$ cat src/boost_cmd_pkg.sv
// constants and types shared by the boost converter command sequencer
// assumes a 50 MHz mclk and a 4-bit AXI4-Lite byte address
package boost_cmd_pkg;

  // ------------------------------------------------------------
  // register map (byte addresses)
  // ------------------------------------------------------------
  localparam logic [3:0] OFS_POWER_RED = 4'h0;  // power_reduction_reg
  localparam logic [3:0] OFS_ADC_STAT  = 4'h4;  // converter_adc_status_reg
  localparam logic [3:0] OFS_IRQ_STAT  = 4'h8;  // event flags, read clears
  localparam logic [3:0] OFS_IRQ_MASK  = 4'hC;  // event enables

  // ------------------------------------------------------------
  // fields, patterns and reset values
  // ------------------------------------------------------------
  localparam int          FLAG_BIT     = 7;     // converter_switching_flag
  localparam logic [2:0]  TOP3_UNLOCK  = 3'h6;  // 110x xxxx
  localparam logic [2:0]  TOP3_FDC     = 3'h7;  // 111x xxxx
  localparam logic [1:0]  TOP2_ARM     = 2'h3;  // 11xx xxxx
  localparam logic [1:0]  TOP2_STEP2   = 2'h2;  // 10xx xxxx
  localparam logic [1:0]  TOP2_STOP    = 2'h1;  // 01xx xxxx
  localparam int          IRQ_W        = 5;
  localparam int          IRQ_STOP     = 0;
  localparam int          IRQ_RESTART  = 1;
  localparam int          IRQ_FDC_ON   = 2;
  localparam int          IRQ_FDC_OFF  = 3;
  localparam int          IRQ_ABANDON  = 4;
  localparam logic [7:0]  PR_RESET     = 8'h00;
  localparam logic [1:0]  RESP_OKAY    = 2'h0;
  localparam logic [1:0]  RESP_SLVERR  = 2'h2;

  // ------------------------------------------------------------
  // sequence windows in mclk cycles after the first write
  // ------------------------------------------------------------
  localparam logic [2:0]  WIN_STEP2    = 3'h3;
  localparam logic [2:0]  WIN_STEP3    = 3'h4;
  localparam logic [2:0]  WIN_READ     = 3'h5;
  localparam logic [2:0]  CNT_MAX      = 3'h7;

  typedef enum logic [2:0] {
    SEQ_IDLE     = 3'b001,
    SEQ_ARMED    = 3'b010,
    SEQ_UNLOCKED = 3'b100
  } seq_state_t;

  typedef enum logic [1:0] {
    CONV_RUN     = 2'b01,
    CONV_STOPPED = 2'b10
  } conv_state_t;

endpackage

$ cat src/boost_cmd_seq.sv
// boost converter command sequencer: AXI4-Lite registers, timed
// unlock decode, stop and duty control, reset request, interrupt
// assumes analog status inputs are synchronous to mclk
//
// How it works
// - Converter runs with no firmware; software may only stop it or pick duty.
// - A decoded stop drives the converter from active into stopped.
// - A stop raises a pending reset request to the reset handler.
// - Battery rising above start while stopped restarts and clears reset request.
// - Command sequences begin with a power reduction write of 110x xxxx.
// - Second write 10xx xxxx within 3 cycles of the first.
// - Third write 01xx xxxx within 4 cycles decodes as stop.
// - Third write 111x xxxx within 4 cycles enables full duty cycle.
// - Full duty cycle bypasses regulation so output rises fastest.
// - A lone 111x xxxx write returns to regulated duty cycle.
// - Status flag reads one while switching, zero while idle or stopped.
// - After 11 then 10 writes, flag read within 5 cycles shows duty mode.
`timescale 1ns/1ns
module boost_cmd_seq (
  input  wire logic        mclk,             // 50 MHz system clock
  input  wire logic        rst_n,            // sync reset, active low
  input  wire logic [3:0]  awaddr,           // write address
  input  wire logic        awvalid,          // write address valid
  output logic             awready,          // write address ready
  input  wire logic [31:0] wdata,            // write data
  input  wire logic [3:0]  wstrb,            // write byte strobes
  input  wire logic        wvalid,           // write data valid
  output logic             wready,           // write data ready
  output logic [1:0]       bresp,            // write response
  output logic             bvalid,           // write response valid
  input  wire logic        bready,           // write response ready
  input  wire logic [3:0]  araddr,           // read address
  input  wire logic        arvalid,          // read address valid
  output logic             arready,          // read address ready
  output logic [31:0]      rdata,            // read data
  output logic [1:0]       rresp,            // read response
  output logic             rvalid,           // read data valid
  input  wire logic        rready,           // read data ready
  input  wire logic        conv_switching,   // power stage is switching
  input  wire logic        vbat_above_start, // battery above start level
  output logic             conv_stop,        // hold power stage stopped
  output logic             full_duty,        // lock duty cycle at maximum
  output logic             reset_req,        // pending reset request
  output logic             irq               // level interrupt
);

  typedef struct packed {
    logic                       awready;
    logic                       wready;
    logic                       aw_got;
    logic                       w_got;
    logic [3:0]                 aw_addr;
    logic [7:0]                 wbyte;
    logic                       wstrb0;
    logic                       bvalid;
    logic [1:0]                 bresp;
    logic                       arready;
    logic                       rvalid;
    logic [31:0]                rdata;
    logic [1:0]                 rresp;
    logic [7:0]                 power_red;
    logic [boost_cmd_pkg::IRQ_W-1:0] irq_status;
    logic [boost_cmd_pkg::IRQ_W-1:0] irq_mask;
    boost_cmd_pkg::conv_state_t conv;
    logic                       conv_stop;
    logic                       reset_req;
    logic                       full_duty;
    logic                       vbat_q;
    logic                       irq;
  } top_state_t;

  top_state_t s;
  top_state_t n;

  logic wr_go;
  logic pr_wr;
  logic dec_stop;
  logic dec_fdc_on;
  logic dec_fdc_off;
  logic dec_abandon;
  logic dec_mode_sel;

  // ------------------------------------------------------------
  // write strobe into the sequence decoder
  // ------------------------------------------------------------
  // the decoder counts from the cycle the write lands, so the
  // unlock windows are measured at this point, not at the bus edge
  assign wr_go = s.aw_got && s.w_got && !s.bvalid;
  assign pr_wr = wr_go && s.wstrb0 && s.aw_addr == boost_cmd_pkg::OFS_POWER_RED;

  seq_decoder u_dec (
    .mclk        (mclk),
    .rst_n       (rst_n),
    .wr_stb      (pr_wr),
    .wr_data     (s.wbyte),
    .cmd_stop    (dec_stop),
    .cmd_fdc_on  (dec_fdc_on),
    .cmd_fdc_off (dec_fdc_off),
    .abandon     (dec_abandon),
    .mode_sel    (dec_mode_sel)
  );

  // ------------------------------------------------------------
  // next state: bus slave, converter control, events
  // ------------------------------------------------------------
  always_comb
  begin
    logic [boost_cmd_pkg::IRQ_W-1:0] ev;
    logic                            flag;
    ev   = '0;
    flag = 1'b0;
    n    = s;

    // write channels taken in either order, held until response
    if (awvalid && s.awready)
    begin
      n.aw_got  = 1'b1;
      n.aw_addr = awaddr;
    end
    if (wvalid && s.wready)
    begin
      n.w_got  = 1'b1;
      n.wbyte  = wdata[7:0];
      n.wstrb0 = wstrb[0];
    end
    if (wr_go)
    begin
      n.bvalid = 1'b1;
      n.bresp  = boost_cmd_pkg::RESP_OKAY;
      case (s.aw_addr)
        boost_cmd_pkg::OFS_POWER_RED:
          if (s.wstrb0)
            n.power_red = s.wbyte;
        boost_cmd_pkg::OFS_IRQ_MASK:
          if (s.wstrb0)
            n.irq_mask = s.wbyte[boost_cmd_pkg::IRQ_W-1:0];
        boost_cmd_pkg::OFS_ADC_STAT,
        boost_cmd_pkg::OFS_IRQ_STAT:
          n.bresp = boost_cmd_pkg::RESP_OKAY; // read-only, write ignored
        default:
          n.bresp = boost_cmd_pkg::RESP_SLVERR;
      endcase
    end
    if (s.bvalid && bready)
    begin
      n.bvalid = 1'b0;
      n.aw_got = 1'b0;
      n.w_got  = 1'b0;
    end

    // read channel: one read under way at a time
    if (s.rvalid && rready)
      n.rvalid = 1'b0;
    if (arvalid && s.arready)
    begin
      n.rvalid = 1'b1;
      n.rdata  = 32'h0000_0000;
      n.rresp  = boost_cmd_pkg::RESP_OKAY;
      // live switching flag, or duty mode inside the window
      flag = dec_mode_sel ? s.full_duty : conv_switching;
      case (araddr)
        boost_cmd_pkg::OFS_POWER_RED:
          n.rdata[7:0] = s.power_red;
        boost_cmd_pkg::OFS_ADC_STAT:
          n.rdata[boost_cmd_pkg::FLAG_BIT] = flag;
        boost_cmd_pkg::OFS_IRQ_STAT:
        begin
          n.rdata[boost_cmd_pkg::IRQ_W-1:0] = s.irq_status;
          n.irq_status = '0;
        end
        boost_cmd_pkg::OFS_IRQ_MASK:
          n.rdata[boost_cmd_pkg::IRQ_W-1:0] = s.irq_mask;
        default:
          n.rresp = boost_cmd_pkg::RESP_SLVERR;
      endcase
    end

    // converter run/stop control
    // from reset the converter runs with no software action
    n.vbat_q = vbat_above_start;
    case (s.conv)
      boost_cmd_pkg::CONV_RUN:
        if (dec_stop)
        begin
          // leave active mode for stop mode
          n.conv      = boost_cmd_pkg::CONV_STOPPED;
          n.conv_stop = 1'b1;
          // stop also raises the reset request
          n.reset_req = 1'b1;
          ev[boost_cmd_pkg::IRQ_STOP] = 1'b1;
        end
      boost_cmd_pkg::CONV_STOPPED:
        // battery recovery restarts and withdraws the reset request
        if (vbat_above_start && !s.vbat_q)
        begin
          n.conv      = boost_cmd_pkg::CONV_RUN;
          n.conv_stop = 1'b0;
          n.reset_req = 1'b0;
          ev[boost_cmd_pkg::IRQ_RESTART] = 1'b1;
        end
      default:
        n.conv = boost_cmd_pkg::CONV_RUN;
    endcase

    // duty cycle control method
    // full duty bypasses the regulator in the power stage
    if (dec_fdc_on)
      n.full_duty = 1'b1;
    else if (dec_fdc_off)
      n.full_duty = 1'b0;
    ev[boost_cmd_pkg::IRQ_FDC_ON]  = dec_fdc_on;
    ev[boost_cmd_pkg::IRQ_FDC_OFF] = dec_fdc_off;
    ev[boost_cmd_pkg::IRQ_ABANDON] = dec_abandon;

    // sticky events: a set in the clearing read cycle survives
    n.irq_status = n.irq_status | ev;
    n.irq        = |(n.irq_status & n.irq_mask);

    // ready only while the channel slot is free
    n.awready = !n.aw_got;
    n.wready  = !n.w_got;
    n.arready = !n.rvalid;
  end

  // ------------------------------------------------------------
  // registered state
  // ------------------------------------------------------------
  // ready outputs sit low during reset and rise one edge after
  always_ff @(posedge mclk)
  begin
    if (!rst_n)
    begin
      s           <= '0;
      s.power_red <= boost_cmd_pkg::PR_RESET;
      s.conv      <= boost_cmd_pkg::CONV_RUN;
    end
    else
      s <= n;
  end

  assign awready   = s.awready;
  assign wready    = s.wready;
  assign bvalid    = s.bvalid;
  assign bresp     = s.bresp;
  assign arready   = s.arready;
  assign rvalid    = s.rvalid;
  assign rdata     = s.rdata;
  assign rresp     = s.rresp;
  assign conv_stop = s.conv_stop;
  assign full_duty = s.full_duty;
  assign reset_req = s.reset_req;
  assign irq       = s.irq;
endmodule // boost_cmd_seq

$ cat src/seq_decoder.sv
// timed write-sequence decoder for the power reduction register
// assumes one wr_stb pulse per register write, synchronous to mclk
`timescale 1ns/1ns
module seq_decoder (
  input  wire logic       mclk,        // system clock
  input  wire logic       rst_n,       // sync reset, active low
  input  wire logic       wr_stb,      // power reduction write this cycle
  input  wire logic [7:0] wr_data,     // value written
  output logic            cmd_stop,    // pulse: stop command
  output logic            cmd_fdc_on,  // pulse: full duty cycle on
  output logic            cmd_fdc_off, // pulse: back to regulated duty
  output logic            abandon,     // pulse: unlock sequence dropped
  output logic            mode_sel     // status bit shows duty mode
);

  typedef struct packed {
    boost_cmd_pkg::seq_state_t state;
    logic [2:0]                cnt;
    logic                      lock110;
    logic                      stop;
    logic                      fdc_on;
    logic                      fdc_off;
    logic                      drop;
  } dec_state_t;

  dec_state_t s;
  dec_state_t n;

  // ------------------------------------------------------------
  // next state
  // ------------------------------------------------------------
  // a mismatching write is re-read as a fresh first write, so a
  // new sequence started early is not lost
  always_comb
  begin
    logic fresh;
    fresh     = 1'b0;
    n         = s;
    n.stop    = 1'b0;
    n.fdc_on  = 1'b0;
    n.fdc_off = 1'b0;
    n.drop    = 1'b0;
    if (s.state != boost_cmd_pkg::SEQ_IDLE && s.cnt != boost_cmd_pkg::CNT_MAX)
      n.cnt = s.cnt + 3'h1;
    case (s.state)
      boost_cmd_pkg::SEQ_IDLE:
        fresh = wr_stb;
      boost_cmd_pkg::SEQ_ARMED:
        if (wr_stb && wr_data[7:6] == boost_cmd_pkg::TOP2_STEP2
            && s.cnt < boost_cmd_pkg::WIN_STEP2)
          n.state = boost_cmd_pkg::SEQ_UNLOCKED;
        else if (wr_stb || s.cnt >= boost_cmd_pkg::WIN_STEP2)
        begin
          // abandon a late or wrong step
          n.state = boost_cmd_pkg::SEQ_IDLE;
          n.drop  = s.lock110;
          fresh   = wr_stb;
        end
      boost_cmd_pkg::SEQ_UNLOCKED:
        if (wr_stb && s.lock110 && s.cnt < boost_cmd_pkg::WIN_STEP3
            && wr_data[7:6] == boost_cmd_pkg::TOP2_STOP)
        begin
          n.stop  = 1'b1;
          n.state = boost_cmd_pkg::SEQ_IDLE;
        end
        else if (wr_stb && s.lock110 && s.cnt < boost_cmd_pkg::WIN_STEP3
                 && wr_data[7:5] == boost_cmd_pkg::TOP3_FDC)
        begin
          n.fdc_on = 1'b1;
          n.state  = boost_cmd_pkg::SEQ_IDLE;
        end
        else if (wr_stb || s.cnt >= boost_cmd_pkg::WIN_READ)
        begin
          n.state = boost_cmd_pkg::SEQ_IDLE;
          n.drop  = s.lock110;
          fresh   = wr_stb;
        end
      default:
        n.state = boost_cmd_pkg::SEQ_IDLE;
    endcase
    if (fresh)
    begin
      n.fdc_off = wr_data[7:5] == boost_cmd_pkg::TOP3_FDC;
      // an 11 write arms; 110 allows commands
      if (wr_data[7:6] == boost_cmd_pkg::TOP2_ARM)
      begin
        n.state   = boost_cmd_pkg::SEQ_ARMED;
        n.cnt     = 3'h0;
        n.lock110 = wr_data[7:5] == boost_cmd_pkg::TOP3_UNLOCK;
      end
    end
  end

  // registered state
  always_ff @(posedge mclk)
  begin
    if (!rst_n)
    begin
      s       <= '0;
      s.state <= boost_cmd_pkg::SEQ_IDLE;
    end
    else
      s <= n;
  end

  assign cmd_stop    = s.stop;
  assign cmd_fdc_on  = s.fdc_on;
  assign cmd_fdc_off = s.fdc_off;
  assign abandon     = s.drop;
  // read window runs to cycle 5 after the first write
  assign mode_sel    = s.state == boost_cmd_pkg::SEQ_UNLOCKED
                       && s.cnt < boost_cmd_pkg::WIN_READ;
endmodule // seq_decoder

$ cat config.mk
export PLATFORM = sky130hd
export DESIGN_NAME = boost_cmd_seq
export DESIGN_NICKNAME = d
export VERILOG_FILES = /design/src/boost_cmd_pkg.sv /design/src/boost_cmd_seq.sv /design/src/seq_decoder.sv
export SDC_FILE = /design/constraint.sdc
export NUM_CORES = 1
export LEC_CHECK = 0
export BUFFER_PORTS_ARGS = -buffer_cell sky130_fd_sc_hd__buf_2
export CAP_MARGIN = 20
export CELL_PAD_IN_SITES_DETAIL_PLACEMENT = 0
export CELL_PAD_IN_SITES_GLOBAL_PLACEMENT = 1
export CORE_MARGIN = 2
export CORE_UTILIZATION = 37
export DETAILED_ROUTE_END_ITERATION = 8
export PLACE_DENSITY = 0.86
export SYNTH_ARGS = -nofsm -noshare
export SYNTH_HDL_FRONTEND = slang
export SYNTH_SLANG_ARGS = --single-unit
$ cat constraint.sdc
create_clock -name mclk -period 2.36 [get_ports mclk]
set_input_delay 0.118 -clock mclk [delete_from_list [all_inputs] [get_ports mclk]]
set_output_delay 0.118 -clock mclk [all_outputs]
set_load 0.01 [all_outputs]
==> run summary, run 1 <==
The clock tree buffer depth came out at 2. The die covers 9090 sq um. The number of routed nets with antenna violations came out at 0.

Leaving out fill and tap cells, the most frequent cell in the layout is sky130_fd_sc_hd__dfxtp_1. The routed wirelength normalized by instance count came out at 12.2 microns. The top cell types in the final layout, fill and taps aside, are sky130_fd_sc_hd__dfxtp_1, sky130_fd_sc_hd__buf_2, sky130_fd_sc_hd__nand2_1, sky130_fd_sc_hd__nor2b_1, sky130_fd_sc_hd__conb_1. The non-filler instance count after layout is 483.

The average instance in the mapped netlist occupies 9.08 sq um. The total number of nets in the final design came out at 430. The maximum VDD drop is 261 uV. The CTS buffer count came out at 9. Cell internal power was estimated by the tool at 1670 uW. The total of cells resized after clock tree synthesis came out at 0.

The register with the most flip-flops in the layout has 36 of them. 98 I/O pins were placed. The measured slew at the worst slew-check pin is 647 ps. The relative contribution of the clock network to total power came out at 41.1%. The worst hold path stage count is 3. The sequential share of the synthesized area came out at 42.2%. The shortest period the worst path allows is 1970 ps. The netlist area before placement is 3090 sq um. The die width came out at 95.3 microns.

The number of buffers inserted by port buffering is 44. The routing usage on met2 came out at 22.3%. For this run, the total global-route usage over all layers was measured as 14.5%. After layout, the worst setup slack is 385 ps.

The cell leakage power is 0.00140 uW. The number of hold-slack violations in the final timing report came out at 0. In the global route stage, met1 resource usage came out at 19.2%. In the synthesized netlist, the number of instances is 340. The number of search-and-repair iterations in the first detailed-routing pass is 6. The global routing usage on met3 is 3.08%. At the worst endpoint, the required time is 2590 ps. In this run the tightest slew margin relative to its limit is 56.5%. The proportion of layout cells with a drive suffix above 1 is 18.3%. The post-placement setup slack is 373 ps. The final max-slew violation count is 0. After clock tree synthesis, the clock-pin slew on the worst setup and hold paths is 70 ps.

The tree is rooted in a sky130_fd_sc_hd__clkbuf_8. The layer flagged by global routing as most heavily used is met2. The number of setup buffers added after CTS is 0.

The overall overflow remaining after global route came out at 0. The HPWL after detailed placement is 4300 microns. The number of cells on the worst reg-to-reg path is 5. The register share of total power came out at 52.1%.

The count of synthesis-stage warnings from yosys is 0. The final weighted congestion of routability-driven global placement is 0.803. The detailed-route vias per instance came out at 4.68. The number of design-rule violations left by the first detailed-router iteration came out at 87. The worst setup path is captured at a flop. The core area came out at 8130 sq um. The largest clock skew in the final design is 6.20 ps. The pin count of the biggest net entering global routing came out at 43. The startpoint kind of the worst setup timing path is a flop. Setup repair after global routing left no endpoint under its margin.

The worst path arrival time came out at 2200 ps. The number of antenna violations at the first check in global routing is 0. The combinational power share is 6.8%. The first global-routing pass estimated 10200 microns of wire.

Once the floorplan was initialized, standard cells occupied 37.9% of the core. The number of cell rows came out at 33. The final wirelength is 5910 microns.

Across all hold checks on the routed design, the worst slack comes to 24.5 ps. In this run the number of H-tree levels came out at 3. The top fanout value on the critical path came out at 5.

Setup violations remaining at the end of the flow were counted as 0. The insertion delay to the later sink of the worst-skew pair is 340 ps. TritonCTS built the clock tree. The flow ran to the end, and the final reports show no timing, DRC or antenna violations.

In the routed design, unresolved DRC markers number 0. After synthesis, the netlist uses 44 different library cells. The fraction of power spent switching nets is 24.0%. The die is 95.3 microns tall. By startpoint and endpoint, the worst setup path is classified as reg -> reg.

The number of instances in the placed design is 467. Summed over all failing endpoints, the final setup total negative slack is 0 ps. The via count of the first global-routing pass came to 2183.

The count of hold buffers inserted by post-cts repair is 0. The diode insertion count for antenna repair came out at 0. The area overhead of the layout relative to synthesis came out at 10.6%. The proportion of synthesized flip-flops having asynchronous set or reset is 0%. The max capacitance violation total is 0.

The routed layout has 2259 vias. Among all flip-flop cells after synthesis, the most frequent one is sky130_fd_sc_hd__dfxtp_1. In this run the power density over the cells is 643 nW/um^2.

The switching power of the nets came out at 528 uW. The clock net in this run drives a total of 65 sinks. The post-route clock period utilization is 83.7%. The register containing the most flip-flops in the final layout is s.

The synthesized design contains 0 enable-type register cells. The synthesis-stage register bit count came out at 65. Timing would allow up to 506 MHz.

The tightest min-delay check is of the in -> reg type.
synthesized netlist by cell type (all sizes together), types with 5 or more instances:
cell type,count,area [sq um]
dfxtp,65,1300
o21ai,15,75.1
nand3,12,65.1
and2,5,31.3
clkbuf,12,45.0
o21a,5,37.5
a21boi,17,128
nor2,12,45.0
a22oi,7,52.6
nor2b,28,175
buf,38,283
inv,5,18.8
nand2,37,139
mux2i,20,200
nor3b,9,67.6
nor3,5,36.3
nand2b,6,37.5
a21oi,10,50.1
kinds of logic after synthesis:
logic type	synth area share (%)
buffers and inverters	11.2
AND/OR/NAND/NOR	23.3
multiplexers	6.85
other	0.121
adder cells (fa/ha/maj)	1.62
AO/OA/AOI/OAI	14.1
flip-flops	42.2
XOR/XNOR	0.568
routing by layer:
metal | wire, microns | vias to the layer above
li1 | - | 1163
met1 | 3050 | 1031
met2 | 2510 | 56
met3 | 245 | 9
met4 | 110 | 0
met5 | 0 | -
critical path, cell delays in order, from the launching register on:
cell                      delay (ps)
sky130_fd_sc_hd__dfxtp_1         390
sky130_fd_sc_hd__or3b_4          420
sky130_fd_sc_hd__nor3_4          380
sky130_fd_sc_hd__mux2i_1         280
sky130_fd_sc_hd__o22ai_1         110
sky130_fd_sc_hd__o31a_1          290
stage by stage:
| stage | instance area, sq um | util (%) | power (uW) |
|---|---|---|---|
| floorplan | 3180 | - | 1300 |
| global placement | 3230 | 39.7 | 1320 |
| detailed placement | 3230 | 39.7 | 1320 |
| CTS | 3410 | 42.0 | 2220 |
| global route | 3410 | 42.0 | 2290 |
| finish | 3410 | 42.0 | 2200 |
cell type report:
class                           instances  area (sq um)
Inverter                                5          18.8
Sequential cell                        65          1300
Tap cell                              105           131
Timing Repair Buffer                   47           243
Clock inverter                          5          56.3
Multi-Input combinational cell        245          1530
Clock buffer                           11           131
Fill cell                             809          4720
power by group through the flow:
| stage | clock network [uW] | registers, uW | logic (uW) |
|---|---|---|---|
| 2_1_floorplan | 0 | 1170 | 131 |
| 3_3_place_gp | 0 | 1170 | 148 |
| 3_5_place_dp | 0 | 1170 | 150 |
| 4_1_cts | 929 | 1140 | 150 |
| 5_1_grt | 972 | 1150 | 171 |
| 6_report | 903 | 1140 | 148 |
worst paths after layout:
check	end	slack (ps)	from
hold / removal	s[65]$_SDFFE_PN0P_	20	wdata[0]
hold reg to reg	u_dec.abandon$_SDFF_PN0_	460	u_dec.s[4]$_SDFFE_PN0P_
setup reg to reg	irq$_SDFF_PN0_	390	s[64]$_SDFFE_PN0P_
setup / recovery	irq$_SDFF_PN0_	390	s[64]$_SDFFE_PN0P_
No activity file was read; power rests on OpenSTA's default activity.
==> run 2: changes to the inputs <==
ABC_AREA = 1   (was default)
CORE_UTILIZATION = 32   (was 37)
PLACE_DENSITY = 0.83   (was 0.86)
clock period = 1.7 ns   (was 2.36 ns; I/O delays follow)
==> run summary, run 2 <==
The flow ran to the end, and the final reports show no timing, DRC or antenna violations. TritonCTS built the clock tree. The standard cell with the maximum stage delay on the critical path is sky130_fd_sc_hd__dfxtp_1.

The die width came out at 100 microns (+5.3%). The switching power of the nets came to 734 uW (+39%). The register share of total power is 54.5% (+2.4 points). The HPWL after detailed placement was 4600 microns (+7.0%). The diode insertion count for antenna repair came out at 0 (unchanged). The top fanout value on the critical path came out at 5 (unchanged).

The number of buffers inserted by port buffering came out at 44 (unchanged). The number of hold-slack violations in the final timing report is 0 (unchanged). The final weighted congestion of routability-driven global placement came out at 0.862 (+7.3%). The CTS H-tree depth was 3 (unchanged). The number of cell rows is 35 (+6.1%). The clock tree buffer depth is 2 (unchanged). s holds more flip-flops than any other register. The CTS buffer count is 9 (unchanged). The insertion delay to the later sink of the worst-skew pair came out at 340 ps (about the same). The signal on the critical path passes through ha_1 > ha_1 > or2_2 > mux2_2 > nor2_1. The number of antenna violations at the first check in global routing came out at 0 (unchanged). The number of remaining DRC errors came out at 0 (unchanged). The worst setup path is captured at a flop. The final wirelength is 6130 microns (+3.6%). The clock transition time at the flip-flop clock pins of the worst setup and hold paths is 60 ps (about the same). Setup repair after global routing left no endpoint under its margin. The stage delay of the slowest cell on the critical path is 360 ps (-60 ps). The count of distinct cell types in the synthesized netlist is 30 (-32%). The wire length of the first global-routing pass is 10400 microns (+2.2%). The number of instances in the synthesized netlist came to 394 (+16%). The number of search-and-repair iterations in the first detailed-routing pass is 4 (-2). The max capacitance violation total was 0 (unchanged). The number of setup violations in the final report was 0 (unchanged).

The sequential share of the synthesized area is 43.8% (+1.6 points). The via count of the first global-routing pass came out at 2302 (+5.5%). The proportion of synthesized flip-flops having asynchronous set or reset came out at 0% (unchanged). In the synthesized netlist, the cells that appear most often are sky130_fd_sc_hd__nand2_1, sky130_fd_sc_hd__dfxtp_1, sky130_fd_sc_hd__nor2_1. The maximum VDD drop came out at 574 uV (+120%).

The shortest period the worst path allows is 1550 ps (-420 ps). The combinational power share came out at 7.7% (+0.9 points). In the post-synthesis netlist, the biggest area contributors are sky130_fd_sc_hd__dfxtp_1, sky130_fd_sc_hd__buf_4, sky130_fd_sc_hd__nand2_1. The netlist area before placement is 2970 sq um (-3.7%). The number of top-level design ports came out at 98 (unchanged). The overall overflow remaining after global route came out at 0 (unchanged). The ratio of total power to cell area came out at 873 nW/um^2 (+36%).

In this run the clock root is driven by a sky130_fd_sc_hd__clkbuf_8. The final setup TNS came out at 0 ps (unchanged). The data required time at the worst endpoint is 1970 ps (-620 ps). The kind of cell adding the most delay to the critical path is simple AND/OR/NAND/NOR gates. The final max-slew violation count came to 0 (unchanged). The most common cell in the netlist is sky130_fd_sc_hd__nand2_1. The count of clock tree sinks is 65 (unchanged). In the layout the commonest cells are sky130_fd_sc_hd__nand2_1, sky130_fd_sc_hd__dfxtp_1, sky130_fd_sc_hd__buf_2, sky130_fd_sc_hd__nor2_1, sky130_fd_sc_hd__a21oi_1. The total number of nets in the final design is 493 (+15%). The path class of the lowest-slack min-delay path is in -> reg.

Tracing the worst setup path back leads to its startpoint at u_dec.s[5]$_SDFF_PN0_. Leaving out fill and tap cells, the most frequent cell in the layout is sky130_fd_sc_hd__nand2_1. The synthesis-stage register bit count came out at 65 (unchanged). The pin count of the biggest net entering global routing came out at 28 (-35%). STA classifies the critical path startpoint as a flop. The fraction of power spent switching nets is 25.0% (+0.95 points).

The number of design-rule violations left by the first detailed-router iteration came out at 117 (+34%). The non-filler instance count after layout came to 551 (+14%). The cell that appears most often on the critical path is sky130_fd_sc_hd__ha_1. The total via count after detailed routing is 2435 (+7.8%). The number of flip-flops in the largest register came out at 36 (unchanged). The effective utilization at floorplan was 32.6% (-5.3 points). The routed wirelength normalized by instance count is 11.1 microns (-9.2%).

The category of the critical setup timing path is reg -> reg. The core area was 9110 sq um (+12%). The relative contribution of the clock network to total power came out at 37.8% (-3.3 points). The mean instance size in the synthesized netlist is 7.54 sq um (-17%). The cell leakage power came out at 0.00153 uW (+8.7%). The number of routed nets with antenna violations is 0 (unchanged). The highest achievable clock rate is 643 MHz (+27%). The count of synthesis-stage warnings from yosys is 0 (unchanged).

The area overhead of the layout relative to synthesis came out at 13.2%. The all-layer global routing usage is 13.0% (-1.5 points). The number of flops mapped to enable cells by yosys is 0 (unchanged). The startpoint identified for the worst register-to-register timing path is u_dec.s[5]$_SDFF_PN0_. The area of the die came out at 10100 sq um (+11%). The count of buffer and inverter cells on the critical path was 0 (unchanged). The number of instances in the placed design came to 531 (+14%). The internal cell power is 2200 uW (+32%). The startpoint of the most critical hold path is wdata[4]. Among all flip-flop cells after synthesis, the most frequent one is sky130_fd_sc_hd__dfxtp_1. The biggest area contributor in the post-synthesis netlist is sky130_fd_sc_hd__dfxtp_1.

The proportion of layout cells with a drive suffix above 1 came to 19.1% (+0.84 points). The fraction of post-synthesis cell area in the top cell type by area is 43.8% (+1.6 points). The post-layout utilization of the core is 36.9% (-5.1 points). The worst path arrival time came out at 1830 ps (-370 ps). The post-route clock period utilization came out at 91.4% (+7.8 points).

The overall die height came out at 100 microns (+5.3%). The detailed-route vias per instance is 4.42 (-5.5%). The largest clock skew in the final design came out at 6.19 ps (-0.0143 ps).
run 2: cell types whose count changed after synthesis, sizes merged, moves of 6 or more:
| cell | previous run | this run |
|---|---|---|
| nand2 | 37 | 78 |
| a22oi | 7 | 0 |
| a21oi | 10 | 43 |
| nor2b | 28 | 0 |
| inv | 5 | 38 |
| nor3b | 9 | 0 |
| or2 | 0 | 6 |
| nor2 | 12 | 46 |
| o21ai | 15 | 28 |
| nand3 | 12 | 23 |
| nand2b | 6 | 0 |
| mux2i | 20 | 0 |
| a21boi | 17 | 0 |
run 2: area by class of cell:
class                      count  area [sq um]
timing repair buffer          52           305
inverter                      38           143
fill                         976          5750
clock buffer                  12           145
sequential                    65          1300
tap                          111           139
multi-input combinational    270          1310
clock inverter                 3          17.5
run 2: logic make-up after synthesis:
| logic type | after synthesis | synth area share [%] |
|---|---|---|
| fa+ha+maj | 4 | 1.68 |
| mux | 2 | 0.758 |
| other cells | 1 | 0.126 |
| simple gates | 161 | 24.5 |
| flops | 65 | 43.8 |
| xor+xnor | 1 | 0.295 |
| compound gates | 76 | 13.4 |
| buf+inv | 84 | 15.4 |
run 2: power by group through the flow:
stage               clock network, uW  registers (uW)  logic (uW)
floorplan                           0            1630         193
global placement                    0            1630         216
detailed placement                  0            1630         219
CTS                              1150            1600         229
global route                     1220            1610         262
finish                           1110            1600         227
run 2: metrics by stage:
stage	hold WS, ps	total power [uW]	instance area (sq um)	setup WS, ps
after floorplan	178	1820	3070	260
after global placement	284	1850	3150	184
after detailed placement	293	1850	3150	147
after CTS	5.38	2980	3360	138
after global routing	39.3	3090	3360	3.20
final	15.5	2940	3360	145
run 2: final timing paths:
kind	cells past startpoint	end	slack (ps)
setup / recovery	5	u_dec.s[6]$_SDFF_PN0_	150
hold reg to reg	2	s[16]$_SDFF_PN0_	450
hold / removal	3	s[69]$_SDFFE_PN0P_	20
setup reg to reg	5	u_dec.s[6]$_SDFF_PN0_	150
run 2: per-layer routing:
metal | up-vias | track usage, % | share of wire, %
li1 | 1285 | - | -
met1 | 1071 | 16.9 | 48
met2 | 67 | 20.4 | 45
met3 | 12 | 3.97 | 5.6
met4 | 0 | 4.64 | 1.4
met5 | - | 0 | 0
run 2: worst min-delay path, delay by kind of cell:
family | cells | cell delay [ps]
buffers and inverters | 1 | 70
AOI/OAI and AO/OA | 1 | 70
and+or+nand+nor | 1 | 80
run 2: what timing repair did:
action,4_1_cts,5_1_grt
endpoints found under the setup margin,0,1
hold endpoints to repair,5,0
gates resized for setup,0,1
buffers inserted,0,0
hold buffers,5,0
==> run 3: changes to the inputs <==
CTS_BUF_LIST = sky130_fd_sc_hd__clkbuf_8 sky130_fd_sc_hd__clkbuf_16   (was default)
GPL_ROUTABILITY_DRIVEN = 0   (was default)
==> run summary, run 3 (same netlist as run 2, synthesis figures left out) <==
The number of search-and-repair iterations in the first detailed-routing pass came out at 4 (unchanged). The final-layout worst hold slack came to 15.5 ps (unchanged). The area of the die came out at 10100 sq um (unchanged). The number of fill cells in the layout came out at 976 (unchanged).

The cell count of the worst reg-to-reg path came out at 5 (unchanged). The total number of nets in the final design is 493 (unchanged). The clock tree root buffer cell is sky130_fd_sc_hd__clkbuf_8.

The overall overflow remaining after global route is 0 (unchanged). The final setup TNS is 0 ps (unchanged). The final max-slew violation count came to 0 (unchanged). The worst hold path stage count is 3 (unchanged). The number of setup buffers added after CTS came out at 0 (unchanged). The final instance area is 3360 sq um (unchanged). The largest clock skew in the final design is 6.19 ps (unchanged). The worst setup path is launched from a flop. The number of buffers inserted by port buffering was 44 (unchanged). The effective utilization at floorplan is 32.6% (unchanged). The cell leakage power came out at 0.00153 uW (+0.54%).

The clock transition time at the flip-flop clock pins of the worst setup and hold paths came out at 60 ps (about the same). The CTS H-tree depth is 3 (unchanged). The top fanout value on the critical path came out at 5 (unchanged). The max capacitance violation total came out at 0 (unchanged). The number of design-rule violations left by the first detailed-router iteration is 117 (unchanged).

The path class of the lowest-slack min-delay path is in -> reg. The number of hold-slack violations in the final timing report is 0 (unchanged). The ratio of total power to cell area is 870 nW/um^2 (-0.38%). The run finished with clean final reports.

The number of setup violations in the final report is 0 (unchanged). The number of cell rows is 35 (unchanged). The post-route clock period utilization is 91.4% (unchanged).

The routed wirelength normalized by instance count is 11.1 microns (unchanged). The data required time at the worst endpoint is 1970 ps (about the same). The stage delay of the slowest cell on the critical path came out at 360 ps (about the same).

The count of clock tree sinks is 65 (unchanged). The number of top-level design ports is 98 (unchanged). The pin count of the biggest net entering global routing came to 28 (unchanged). The highest achievable clock rate came out at 643 MHz (unchanged). The core area came out at 9110 sq um (unchanged). The via count of the first global-routing pass came out at 2302 (unchanged). The number of flip-flops in the largest register came out at 36 (unchanged). The clock tree buffer depth was 2 (unchanged). The total via count after detailed routing is 2435 (unchanged).

The instance area at placement came out at 3150 sq um (unchanged). The sort of element at the end of the critical path is a flop. The CTS buffer count is 9 (unchanged). The shortest period the worst path allows is 1550 ps (unchanged). The register containing the most flip-flops in the final layout is s. The post-layout utilization of the core is 36.9% (unchanged). The worst path setup slack after routing came out at 145 ps (unchanged). The diode insertion count for antenna repair came out at 0 (unchanged). The number of antenna violations at the first check in global routing is 0 (unchanged).

Setup repair after global routing left no endpoint under its margin. The standard cell with the maximum stage delay on the critical path is sky130_fd_sc_hd__dfxtp_1. The critical path goes through ha_1 > ha_1 > or2_2 > mux2_2 > nor2_1.

Leaving out fill and tap cells, the most frequent cells in the layout are sky130_fd_sc_hd__nand2_1, sky130_fd_sc_hd__dfxtp_1, sky130_fd_sc_hd__buf_2, sky130_fd_sc_hd__nor2_1, sky130_fd_sc_hd__a21oi_1. The wire length of the first global-routing pass came out at 10400 microns (unchanged). The worst path arrival time was 1830 ps (about the same). The area overhead of the layout relative to synthesis came out at 13.2% (unchanged). The maximum VDD drop is 570 uV (-0.66%).

The number of routed nets with antenna violations is 0 (unchanged). The overall die height came out at 100 microns (unchanged). The proportion of layout cells with a drive suffix above 1 is 19.1% (unchanged). The final wirelength came out at 6130 microns (unchanged). The most common cell after layout, fill and taps aside is sky130_fd_sc_hd__nand2_1.

The insertion delay to the later sink of the worst-skew pair is 340 ps (about the same). The number of remaining DRC errors is 0 (unchanged). TritonCTS built the clock tree. The die width is 100 microns (unchanged).

The all-layer global routing usage came to 13.0% (unchanged). The category of the critical setup timing path is reg -> reg. The detailed-route vias per instance came out at 4.42 (unchanged). The HPWL after detailed placement came out at 4600 microns (unchanged). The post-placement setup slack came out at 147 ps (unchanged). The most prevalent standard cell on the critical path is sky130_fd_sc_hd__ha_1.
-- run 3: cell types whose count changed in the layout (fill, tap and decap cells not counted) --
cell / before / now
sky130_fd_sc_hd__clkbuf_1: 2 / 0
sky130_fd_sc_hd__inv_1: 35 / 37
-- run 3: power breakdown --
group	total (uW)	switching, uW	internal [uW]
sequential	1600	32.9	1570
clock	1100	555	544
combinational	227	147	80.0
-- run 3: metal layers --
layer,vias to the layer above,wire length [microns],global-route usage (%)
met1,1071,2950,16.9
met5,-,0,0
met3,12,344,3.97
li1,1285,-,-
met4,0,87,4.64
met2,67,2750,20.4
-- run 3: timing repair --
item | CTS | global route
hold buffers | 5 | 0
setup endpoints to repair | 0 | 1
hold endpoints to repair | 5 | 0
resized for setup | 0 | 1
-- run 3: critical path: cells and delay by family (launching register included) --
kind | cells | cell delay (ps)
AND/OR/NAND/NOR | 2 | 430
flip-flops | 1 | 360
adder cells (fa/ha/maj) | 2 | 420
multiplexers | 1 | 280
-- run 3: area by class of cell --
class,instances,area [sq um],area share (%)
Clock inverter,5,25.0,0.744
Clock buffer,10,138,4.09
Inverter,38,143,4.24
Tap cell,111,139,4.13
Multi-Input combinational cell,270,1310,39.0
Sequential cell,65,1300,38.7
Timing Repair Buffer,52,305,9.08
-- run 3: stage by stage --
step,std cells,total power (uW)
floorplan,419,1820
global placement,531,1850
detailed placement,531,1850
CTS,551,2970
global route,551,3080
finish,551,2920
-- run 3: path summary, 6_finish.rpt --
kind / startpoint / end / slack (ps)
setup / recovery: u_dec.s[5]$_SDFF_PN0_ / u_dec.s[6]$_SDFF_PN0_ / 150
hold / removal: wdata[4] / s[69]$_SDFFE_PN0P_ / 20
setup reg to reg: u_dec.s[5]$_SDFF_PN0_ / u_dec.s[6]$_SDFF_PN0_ / 150
hold reg to reg: u_dec.abandon$_SDFF_PN0_ / s[16]$_SDFF_PN0_ / 450
